[src/rtl/pdt_pkg.sv]
package pdt_pkg;

   // Timing base
   localparam int CLK_PERIOD_NS = 10;
   localparam int TICK_NS       = 10;
   localparam int TICK_CYCLES   = TICK_NS / CLK_PERIOD_NS;

   // Duration limits, in ns and in ticks
   localparam int LIMIT_MIN_NS  = 20;
   localparam int LIMIT_MAX_NS  = 160_000_000;
   localparam int RANGE_GAP_NS  = 10;
   localparam int LIMIT_W       = 24;
   localparam logic [LIMIT_W-1:0] LIMIT_MIN_TICKS = LIMIT_W'(LIMIT_MIN_NS / TICK_NS);
   localparam logic [LIMIT_W-1:0] LIMIT_MAX_TICKS = LIMIT_W'(LIMIT_MAX_NS / TICK_NS);
   localparam logic [LIMIT_W-1:0] RANGE_GAP_TICKS = LIMIT_W'(RANGE_GAP_NS / TICK_NS);
   localparam logic [LIMIT_W-1:0] TIMER_SAT       = LIMIT_MAX_TICKS + 24'h000001;

   // Event count
   localparam int COUNT_W = 15;
   localparam logic [COUNT_W-1:0] COUNT_MAX   = 15'h7d00;
   localparam logic [COUNT_W-1:0] COUNT_RESET = 15'h0001;

   localparam int DEF_CHANNELS = 2;

   typedef enum logic [2:0] {
      MODE_ENTERED = 3'h0,
      MODE_EXITED  = 3'h1,
      MODE_SHORTER = 3'h2,
      MODE_LONGER  = 3'h3,
      MODE_RANGE   = 3'h4
   } pdt_mode_t;

   typedef enum logic [1:0] {
      SEL_DONT_CARE = 2'h0,
      SEL_HIGH      = 2'h1,
      SEL_LOW       = 2'h2
   } pdt_sel_t;

   typedef enum logic [1:0] {
      ST_IDLE   = 2'h0,
      ST_SEARCH = 2'h1,
      ST_COUNT  = 2'h2
   } pdt_state_t;

endpackage

[src/rtl/pdt_trigger.sv]
// Notes on behaviour
// Shorter mode: fire on pattern false edge if true time was below limit.
// Shorter mode: event held past limit is dropped; search restarts next pattern.
// Single duration limit accepted from 20 ns to 160 ms, 10 ns resolution.
// Count one needs duration; later counted events of any width add one.
// Range mode: fire on false edge when true time strictly between limits.
// Range mode: outside window restarts search; in-window false edge triggers.
// Range minimum 20 ns to 160 ms; maximum at least 10 ns above minimum.
// Counted event needs all used inputs matching; fire after programmed count.
// Event count accepts 1 to 32000, resets to one.
// Longer mode: fire on false edge after true longer than limit; early restarts.
// Entered (default) fires on pattern true edge; exited on false edge.
// Inputs compared to high, low or don't-care; all used must match.
// Timer counts 10 ns ticks, loads one at pattern start, saturates past maximum.
`timescale 1ns/10ps
module pdt_trigger #(
   parameter int N_CH = pdt_pkg::DEF_CHANNELS
) (
   // Clock and reset
   input  wire logic                            core_clk,
   input  wire logic                            reset_n,
   // Sampled channels
   input  wire logic [N_CH-1:0]                 chan_in,
   // Configuration; all but pat_sel captured at arm, pat_sel compared live
   input  wire logic [2*N_CH-1:0]               pat_sel,
   input  wire logic [2:0]                      mode_sel,
   input  wire logic [pdt_pkg::LIMIT_W-1:0]     dur_lo,
   input  wire logic [pdt_pkg::LIMIT_W-1:0]     dur_hi,
   input  wire logic [pdt_pkg::COUNT_W-1:0]     evt_target,
   // Control
   input  wire logic                            arm,
   input  wire logic                            disarm,
   // Status and trigger
   output logic                                 trig_out,
   output logic                                 armed,
   output logic                                 pattern_true,
   output logic [pdt_pkg::COUNT_W-1:0]          event_count,
   output logic                                 cfg_err
);

   typedef struct packed {
      pdt_pkg::pdt_state_t         state;
      pdt_pkg::pdt_mode_t          mode;
      logic [pdt_pkg::LIMIT_W-1:0] lo;
      logic [pdt_pkg::LIMIT_W-1:0] hi;
      logic [pdt_pkg::COUNT_W-1:0] target;
      logic [pdt_pkg::COUNT_W-1:0] cnt;
      logic                        pat;
      logic                        seen;
      logic                        trig;
      logic                        armed;
      logic                        cfg_err;
   } pdt_regs_t;

   pdt_regs_t                   regs_ff;
   pdt_regs_t                   nxt_regs;
   logic [N_CH-1:0]             match;
   logic                        pat_now;
   logic                        rise;
   logic                        fall;
   logic [pdt_pkg::LIMIT_W-1:0] dur;

   if (N_CH < 1) begin : g_bad_ch
      $error("pdt_trigger: need at least one channel");
   end
   if (pdt_pkg::TICK_CYCLES != 1) begin : g_bad_tick
      $error("pdt_trigger: timer assumes one tick per clock");
   end

   // Per-input compare; reserved select code acts as don't-care
   for (genvar i = 0; i < N_CH; i++) begin : g_match
      always_comb begin
         case (pat_sel[2*i +: 2])
            pdt_pkg::SEL_HIGH: match[i] = chan_in[i];
            pdt_pkg::SEL_LOW:  match[i] = ~chan_in[i];
            default:           match[i] = 1'b1;
         endcase
      end
   end

   assign pat_now = &match;
   assign rise    = pat_now & ~regs_ff.pat;
   assign fall    = ~pat_now & regs_ff.pat;

   pdt_timer #(
      .W   (pdt_pkg::LIMIT_W),
      .SAT (pdt_pkg::TIMER_SAT)
   ) u_timer (
      .core_clk (core_clk),
      .reset_n  (reset_n),
      .pat_rise (rise),
      .pat_true (pat_now),
      .dur_ff   (dur)
   );

   always_comb begin
      logic [pdt_pkg::LIMIT_W-1:0] lo_c;
      logic [pdt_pkg::LIMIT_W-1:0] hi_c;
      logic [pdt_pkg::COUNT_W-1:0] tgt_c;
      logic                        err_c;
      logic                        event_hit;
      logic                        dur_ok;
      logic [pdt_pkg::COUNT_W-1:0] cnt_inc;

      lo_c      = dur_lo;
      hi_c      = dur_hi;
      tgt_c     = evt_target;
      err_c     = 1'b0;
      event_hit = 1'b0;
      dur_ok    = 1'b0;
      cnt_inc   = regs_ff.cnt + 15'h0001;
      nxt_regs  = regs_ff;
      nxt_regs.pat  = pat_now;
      nxt_regs.trig = 1'b0;

      // Out-of-range settings are clamped and flagged, never refused
      if (lo_c < pdt_pkg::LIMIT_MIN_TICKS) begin
         lo_c  = pdt_pkg::LIMIT_MIN_TICKS;
         err_c = 1'b1;
      end else if (lo_c > pdt_pkg::LIMIT_MAX_TICKS) begin
         lo_c  = pdt_pkg::LIMIT_MAX_TICKS;
         err_c = 1'b1;
      end
      if ((mode_sel == pdt_pkg::MODE_RANGE) && (hi_c < lo_c + pdt_pkg::RANGE_GAP_TICKS)) begin
         hi_c  = lo_c + pdt_pkg::RANGE_GAP_TICKS;
         err_c = 1'b1;
      end
      if (tgt_c == '0) begin
         tgt_c = pdt_pkg::COUNT_RESET;
         err_c = 1'b1;
      end else if (tgt_c > pdt_pkg::COUNT_MAX) begin
         tgt_c = pdt_pkg::COUNT_MAX;
         err_c = 1'b1;
      end

      // Qualification of the just-ended true interval
      case (regs_ff.mode)
         pdt_pkg::MODE_SHORTER: dur_ok = dur < regs_ff.lo;
         pdt_pkg::MODE_LONGER:  dur_ok = dur > regs_ff.lo;
         pdt_pkg::MODE_RANGE:   dur_ok = (dur > regs_ff.lo) && (dur < regs_ff.hi);
         default:               dur_ok = 1'b1;
      endcase

      // Entered counts true edges; every other mode counts false edges
      if (regs_ff.mode == pdt_pkg::MODE_ENTERED) begin
         event_hit = rise;
      end else begin
         event_hit = fall & regs_ff.seen;
      end

      // A false edge only counts if its true edge was seen while armed
      if (rise) begin
         nxt_regs.seen = 1'b1;
      end

      case (regs_ff.state)
         pdt_pkg::ST_IDLE: begin
            if (arm) begin
               nxt_regs.state   = pdt_pkg::ST_SEARCH;
               nxt_regs.mode    = pdt_pkg::pdt_mode_t'(mode_sel);
               nxt_regs.lo      = lo_c;
               nxt_regs.hi      = hi_c;
               nxt_regs.target  = tgt_c;
               nxt_regs.cnt     = '0;
               nxt_regs.seen    = 1'b0;
               nxt_regs.cfg_err = err_c;
            end
         end
         pdt_pkg::ST_SEARCH: begin
            // First event must meet duration; failures simply wait for next
            if (event_hit && dur_ok) begin
               nxt_regs.cnt = 15'h0001;
               if (regs_ff.target == 15'h0001) begin
                  nxt_regs.trig  = 1'b1;
                  nxt_regs.state = pdt_pkg::ST_IDLE;
               end else begin
                  nxt_regs.state = pdt_pkg::ST_COUNT;
               end
            end
         end
         pdt_pkg::ST_COUNT: begin
            if (event_hit) begin
               nxt_regs.cnt = cnt_inc;
               if (cnt_inc == regs_ff.target) begin
                  nxt_regs.trig  = 1'b1;
                  nxt_regs.state = pdt_pkg::ST_IDLE;
               end
            end
         end
         default: begin
            nxt_regs.state = pdt_pkg::ST_IDLE;
         end
      endcase

      if (disarm) begin
         nxt_regs.state = pdt_pkg::ST_IDLE;
         nxt_regs.trig  = 1'b0;
      end

      // Own flop so the status pin carries no decode glitches
      nxt_regs.armed = (nxt_regs.state != pdt_pkg::ST_IDLE);
   end

   always_ff @(posedge core_clk or negedge reset_n) begin
      if (!reset_n) begin
         regs_ff.state   <= pdt_pkg::ST_IDLE;
         regs_ff.mode    <= pdt_pkg::MODE_ENTERED;
         regs_ff.lo      <= pdt_pkg::LIMIT_MIN_TICKS;
         regs_ff.hi      <= pdt_pkg::LIMIT_MIN_TICKS + pdt_pkg::RANGE_GAP_TICKS;
         regs_ff.target  <= pdt_pkg::COUNT_RESET;
         regs_ff.cnt     <= '0;
         regs_ff.pat     <= 1'b0;
         regs_ff.seen    <= 1'b0;
         regs_ff.trig    <= 1'b0;
         regs_ff.armed   <= 1'b0;
         regs_ff.cfg_err <= 1'b0;
      end else begin
         regs_ff <= nxt_regs;
      end
   end

   assign trig_out     = regs_ff.trig;
   assign armed        = regs_ff.armed;
   assign pattern_true = regs_ff.pat;
   assign event_count  = regs_ff.cnt;
   assign cfg_err      = regs_ff.cfg_err;

endmodule

[src/rtl/pdt_timer.sv]
`timescale 1ns/10ps
module pdt_timer #(
   parameter int                          W   = pdt_pkg::LIMIT_W,
   parameter logic [pdt_pkg::LIMIT_W-1:0] SAT = pdt_pkg::TIMER_SAT
) (
   // Clock and reset
   input  wire logic         core_clk,
   input  wire logic         reset_n,
   // Pattern state
   input  wire logic         pat_rise,
   input  wire logic         pat_true,
   // Measured time in ticks
   output logic [W-1:0]      dur_ff
);

   logic [W-1:0] nxt_dur;

   if (W != pdt_pkg::LIMIT_W) begin : g_bad_width
      $error("pdt_timer: width must match limit width");
   end

   // Loads one on each start, saturates so overlong events stay rejected in shorter mode
   always_comb begin
      nxt_dur = dur_ff;
      if (pat_rise) begin
         nxt_dur = {{(W-1){1'b0}}, 1'b1};
      end else if (pat_true && (dur_ff < SAT)) begin
         nxt_dur = dur_ff + {{(W-1){1'b0}}, 1'b1};
      end
   end

   always_ff @(posedge core_clk or negedge reset_n) begin
      if (!reset_n) begin
         dur_ff <= '0;
      end else begin
         dur_ff <= nxt_dur;
      end
   end

endmodule

[config.mk]
export PLATFORM = sky130hd
export DESIGN_NAME = pdt_trigger
export DESIGN_NICKNAME = d
export VERILOG_FILES = /design/src/rtl/pdt_pkg.sv /design/src/rtl/pdt_trigger.sv /design/src/rtl/pdt_timer.sv
export SDC_FILE = /design/constraint.sdc
export NUM_CORES = 1
export LEC_CHECK = 0
export BUFFER_PORTS_ARGS = -buffer_cell sky130_fd_sc_hd__buf_4
export CAP_MARGIN = 20
export CORE_UTILIZATION = 50
export DETAILED_ROUTE_END_ITERATION = 16
export PLACE_DENSITY = 0.7
export SKIP_CTS_REPAIR_TIMING = 1
export SLEW_MARGIN = 10
export SYNTH_ARGS = -nofsm -noshare
export SYNTH_HDL_FRONTEND = slang
export SYNTH_SLANG_ARGS = --single-unit
[constraint.sdc]
create_clock -name core_clk -period 6.5 [get_ports core_clk]
set_input_delay 1.3 -clock core_clk [delete_from_list [all_inputs] [get_ports core_clk]]
set_output_delay 1.3 -clock core_clk [all_outputs]
set_load 0.02 [all_outputs]
After elaboration in Yosys (flattened, before gate mapping)
Index checks and enable logic that the tools add are counted.

cells by class
  muxes and demuxes = 35
  add/subtract/negate cells = 3
  bitwise gates (word level) = 7
  reductions and logical operators = 13
  equal/unequal tests = 15
  $lt $le $gt $ge = 8

operators with widths
  operator                                                     number
  two-way mux 24 bit                                           5
  two-way mux 83 bit                                           1
  less-than comparator 24 bit                                  3
  two-way mux 15 bit                                           4
  adder 24 x 1 -> 24 bit, second input constant                2
  case mux 15 bit (3 select lines)                             1
  > comparator 24 bit                                          1
  > comparator 24 bit, second input constant                   1
  less-than comparator 24 x 2 -> 1 bit, second input constant  1
  less-than comparator 24 bit, second input constant           1
  adder 15 x 1 -> 15 bit, second input constant                1
  equality test 15 x 1 -> 1 bit, second input constant         1
  equality test 15 bit                                         1
  > comparator 15 bit, second input constant                   1
  zero test 15 bit                                             1
  two-way mux 1 bit                                            14
  two-way mux 2 bit                                            5
  equality test 2 x 1 -> 1 bit, second input constant          3
  equality test 2 bit, second input constant                   3
  equality test 3 x 2 -> 1 bit, second input constant          2
  equality test 3 bit, second input constant                   2
  != test 2 bit, second input constant                         3
  case mux 1 bit (2 select lines)                              3
  case mux 2 bit (3 select lines)                              1
  10 further kinds                                             20

storage, ports and cells
  input bits = 76
  logic and storage cells = 93
  register bits = 112
  output and inout port bits = 19

Longest topological paths before layout
  word-level depth = 12
  gate-level depth with buffers = 23
  gate-level depth less buffers = 20

By module
From an unflattened synthesis, not the netlist that was laid out.

second synthesis, totals
  cell total of the unflattened synthesis = 1027
  area total of the unflattened synthesis = 8717.1 sq um

modules (own cells, without submodules)
  module       seq. area each (sq um)  area an instance (sq um)  cells an instance  instances
  pdt_trigger  2207.1                  7309.5                    872                1
  pdt_timer    600.6                   1407.6                    155                1

Worst setup path after synthesis
Ideal clock, no wire load.

  path kind = input port to flip-flop
  from = in dur_lo[9] in the netlist's numbering
  to = reg regs_ff[37] in the netlist's numbering
  setup slack = 1.073 ns
  cell stages on the path = 23
  library setup time = 0.096 ns
  data required time = 6.404 ns
  data arrival time = 5.331 ns
  buffers on the path = 3
  path through = clkbuf_1 > nor4_1 > nand3_1 > o31ai_1 > nand3_2 > inv_1 > ha_1 > and3_1 > and2_1 > clkbuf_1 > nand3_1 > xor2_1 > nor2_1 > inv_1 > ha_1 > nand4_1 > nor4_1 > or3b_2 > a21oi_1 > a211oi_4 > buf_4 > and2_1 > o31ai_1

between the ends
  longest elaborated chain between the ends = 7
  elaborated cells between the ends (all ways) = 8
  classes of those cells = add/sub (1); order compare (3); mux (3); reduce/logical (1)

ends and longest elaborated chain
  what                         RTL line                                source
  from (decl)                  pdt_trigger.sv:27                       input wire logic [pdt_pkg::LIMIT_W-1:0] dur_lo,
  > comparator 24 bit          pdt_trigger.sv:120                      end else if (lo_c > pdt_pkg::LIMIT_MAX_TICKS) begin
  two-way mux 24 bit           pdt_trigger.sv:120
  two-way mux 24 bit *         pdt_trigger.sv:117                      if (lo_c < pdt_pkg::LIMIT_MIN_TICKS) begin
  adder 24 x 1 -> 24 bit *     pdt_trigger.sv:124, pdt_trigger.sv:125
  less-than comparator 24 bit  pdt_trigger.sv:124                      if ((mode_sel == pdt_pkg::MODE_RANGE) && (hi_c < lo_c + pdt_pkg::RANGE_GAP_TICKS)) begin
  logical AND 1 bit            pdt_trigger.sv:124
  two-way mux 24 bit *         pdt_trigger.sv:124
  to (signal assigned)         pdt_trigger.sv:218                      regs_ff <= nxt_regs;
  to (decl)                    pdt_trigger.sv:55                       pdt_regs_t regs_ff;

Mark *: on every way between the ends. The rest lies on a longest branch, timed or not.
A chain may end at the register's enable or synchronous reset.

Worst setup path in the final report
  from = in dur_lo[12] in the netlist's numbering
  to = reg regs_ff[53] in the netlist's numbering

Same word-level chain as after synthesis.

==> out/qor.txt <==
Fillers: 1,516
GP Congestion: 0.948
Worst-path cell chain: buf_4 > nor4_1 > nand3_1 > o31ai_1 > nand3_2 > inv_1 > ha_1 > and3_1 > and2_1 > nand4_1 > xor2_1 > nor2_1 > inv_1 > ha_1 > nand4_1 > nor4_1 > or3b_2 > a21oi_1 > a211oi_4 > buf_4 > mux2i_1 > mux2_2
Synth Instances: 1,004
Vias: 7,472
Crit path time final: 5860 ps
I/O Buffers: 94
Clk_skew: 11.5 ps
Final Slew Violations: 0
Hold Slack: 474 ps
Total inserted antenna cells: 0
Worst Setup Path Type: input port to flip-flop
Flip-flop and latch count after synthesis: 112
Sw Ratio: 33.5%
CTS HTree Levels: 3
Status: finished clean
Number of buffers created by CTS: 9
Cell family with most CP delay: simple AND/OR/NAND/NOR gates
Largest area contributor in the netlist: dfrtp_1
CP Launch Type: input port
Half-perimeter wire length after placement: 16,900 um
Die Area: 0.0176 mm2
Sequential fraction of the synthesis area: 32.8%
CP bufs+invs: 4
Root Driver: clkbuf_16
Synthesized cell area: 0.00856 mm2
First-pass GRT wire length: 36,200 um
Synth Flop Type: dfrtp_1
CTS sink cnt: 112
Worst-margin pin slew: 829 ps
Die height: 133 um
DRT Pass-1 Iters: 4
I/O Pins: 95
Placed insts: 1,268
Remaining Overflow, GRT: 0
Initial Util: 51.4%
Flop pwr share: 43.5%
Vias in the first global route: 6,942
CTS tree: built
RSZ-0062 raised after global routing: false
Syn Area/Cell: 8.53 um2
Clk_lat worst skew: 360 ps
Share of post-route cells with drive strength above 1: 14.6%
Final Instance Count excl. Fillers: 1,285
CP arrival: 6110 ps
Slowest cell on crit path: o31ai_1
Cell variety after synth: 71
Worst min path class: flip-flop to flip-flop
Core area: 0.0166 mm2
Starting DRT DRC Count: 564
Ys async rst share: 100%
Nets: 1,218
Top post-synthesis cells by count: nand2_1, dfrtp_1, inv_1
Hold violation count in the final report: 0
Worst-path maximum fanout: 12
Clk buf depth: 2
GRT Total Usage: 25.8%
Switching power: 0.000669 W
Comb power frac: 27.0%
CP required: 6750 ps
Max rail drop VDD: 128 uV
Die W: 133 um
Area share of the largest cell type after synthesis: 31.6%
Syn_nets: 1,162
DR WL/cell: 17.2 um
Post-Route WL: 22,100 um
Ys Warns: 0
Number of flops mapped to enable cells by yosys: 0
Crit path capture type: flip-flop
Clock power share: 29.5%
Slew headroom: 44.7%
Standard-cell rows: 47
Area contributors post-synth: dfrtp_1, ha_1, nand2_1
Vias per cell: 5.81
Initial antenna violation count: 0
Critical path's largest stage delay: 480 ps
DRC: 0
Synth-to-Final Area Change: 12.4%
Clock transition at path regs: 80 ps
Lkg Pwr: 4.51 nW
Largest net degree at the start of global routing: 66
MaxCap Viol Count: 0
Setup TNS after final layout: 0 ps
Setup violations, final: 0
Crit share post-route: 90.2%
Most frequent cell after synthesis: nand2_1
Pint: 0.00133 W
Antenna Nets Post-Route: 0
PwrDens: 208 mW/mm2
Fmax: 0.171 GHz
==> layout by cell type, fill, tap and decap left out, drive strengths merged, types with 8 or more instances in the layout <==
cell	n
a22o	8
ha	82
nand3	46
buf	103
o41ai	15
inv	88
and2	14
nor3	19
nor2	73
xor2	35
nand4	30
and3	26
xnor2	20
o211ai	9
clkbuf	11
nor4	17
nand2	112
a21oi	37
dfrtp	108
o21ai	65
o31ai	18
a21o	8
mux2i	18
==> cell type report <==
class                   instances  area (um2)  share of cell area [%]
clock buffers                  11         253                    2.63
clock inverters                 5        62.6                   0.650
multi-input cells             748        5130                    53.3
well taps                     220         275                    2.86
repair buffers                103         773                    8.04
flip-flops and latches        112        2810                    29.2
inverters                      86         323                    3.35
==> state kept, by name, indices dropped and copies added (netlist names) <==
signal / cells
trig_out: 1
armed: 1
regs_ff: 69
pattern_true: 1
u_timer.dur_ff: 24
event_count: 15
cfg_err: 1
==> logic make-up after synthesis <==
family,synth area share (%)
compound gates,17.2
flops,32.8
simple gates,22.3
xor+xnor,5.63
fa+ha+maj,12.0
mux,2.76
buf+inv,7.32
==> worst min-delay path: stages, from the launching register on <==
cell and delay (ps):
dfstp_2 380, nand2_1 50, o21ai_1 50
==> through the flow <==
stage	worst slack (ps)	util [%]	total power (W)	area (um2)
floorplan	1070	-	0.00122	8560
global placement	506	55.9	0.00140	9300
detailed placement	365	55.9	0.00141	9300
CTS	734	57.8	0.00201	9620
global route	238	57.8	0.00212	9620
finish	638	57.8	0.00200	9620
==> routing by layer <==
metal	up-vias	global-route usage [%]	share of wire, %	wire length, um
met4	0	9.96	2.4	524
met2	241	36.9	42	9200
met1	3508	39.4	50	11100
li1	3686	-	-	-
met3	37	2.95	5.9	1300
met5	-	0	0	0
==> path summary, 6_finish.rpt <==
path	endpoint	slack [ps]	from	depth (start not counted)
max	regs_ff[53]$_DFFE_PN0P_	640	dur_lo[12]	22
min reg2reg	regs_ff[35]$_DFFE_PN1P_	470	regs_ff[35]$_DFFE_PN1P_	2
min in group asynchronous	regs_ff[30]$_DFFE_PN0P_	940	reset_n	1
max in group asynchronous	u_timer.dur_ff[0]$_DFFE_PN0P_	4290	reset_n	2
min	regs_ff[35]$_DFFE_PN1P_	470	regs_ff[35]$_DFFE_PN1P_	2
max reg2reg	armed$_DFF_PN0_	3110	event_count[0]$_DFFE_PN0P_	9
==> power groups by stage <==
stage | registers, W | clock network [W] | logic, W
floorplan | 0.000851 | 0 | 0.000370
global placement | 0.000877 | 0 | 0.000525
detailed placement | 0.000881 | 0 | 0.000533
CTS | 0.000868 | 0.000602 | 0.000539
global route | 0.000881 | 0.000628 | 0.000612
finish | 0.000870 | 0.000590 | 0.000540
Power figures use the tool's default switching activity.
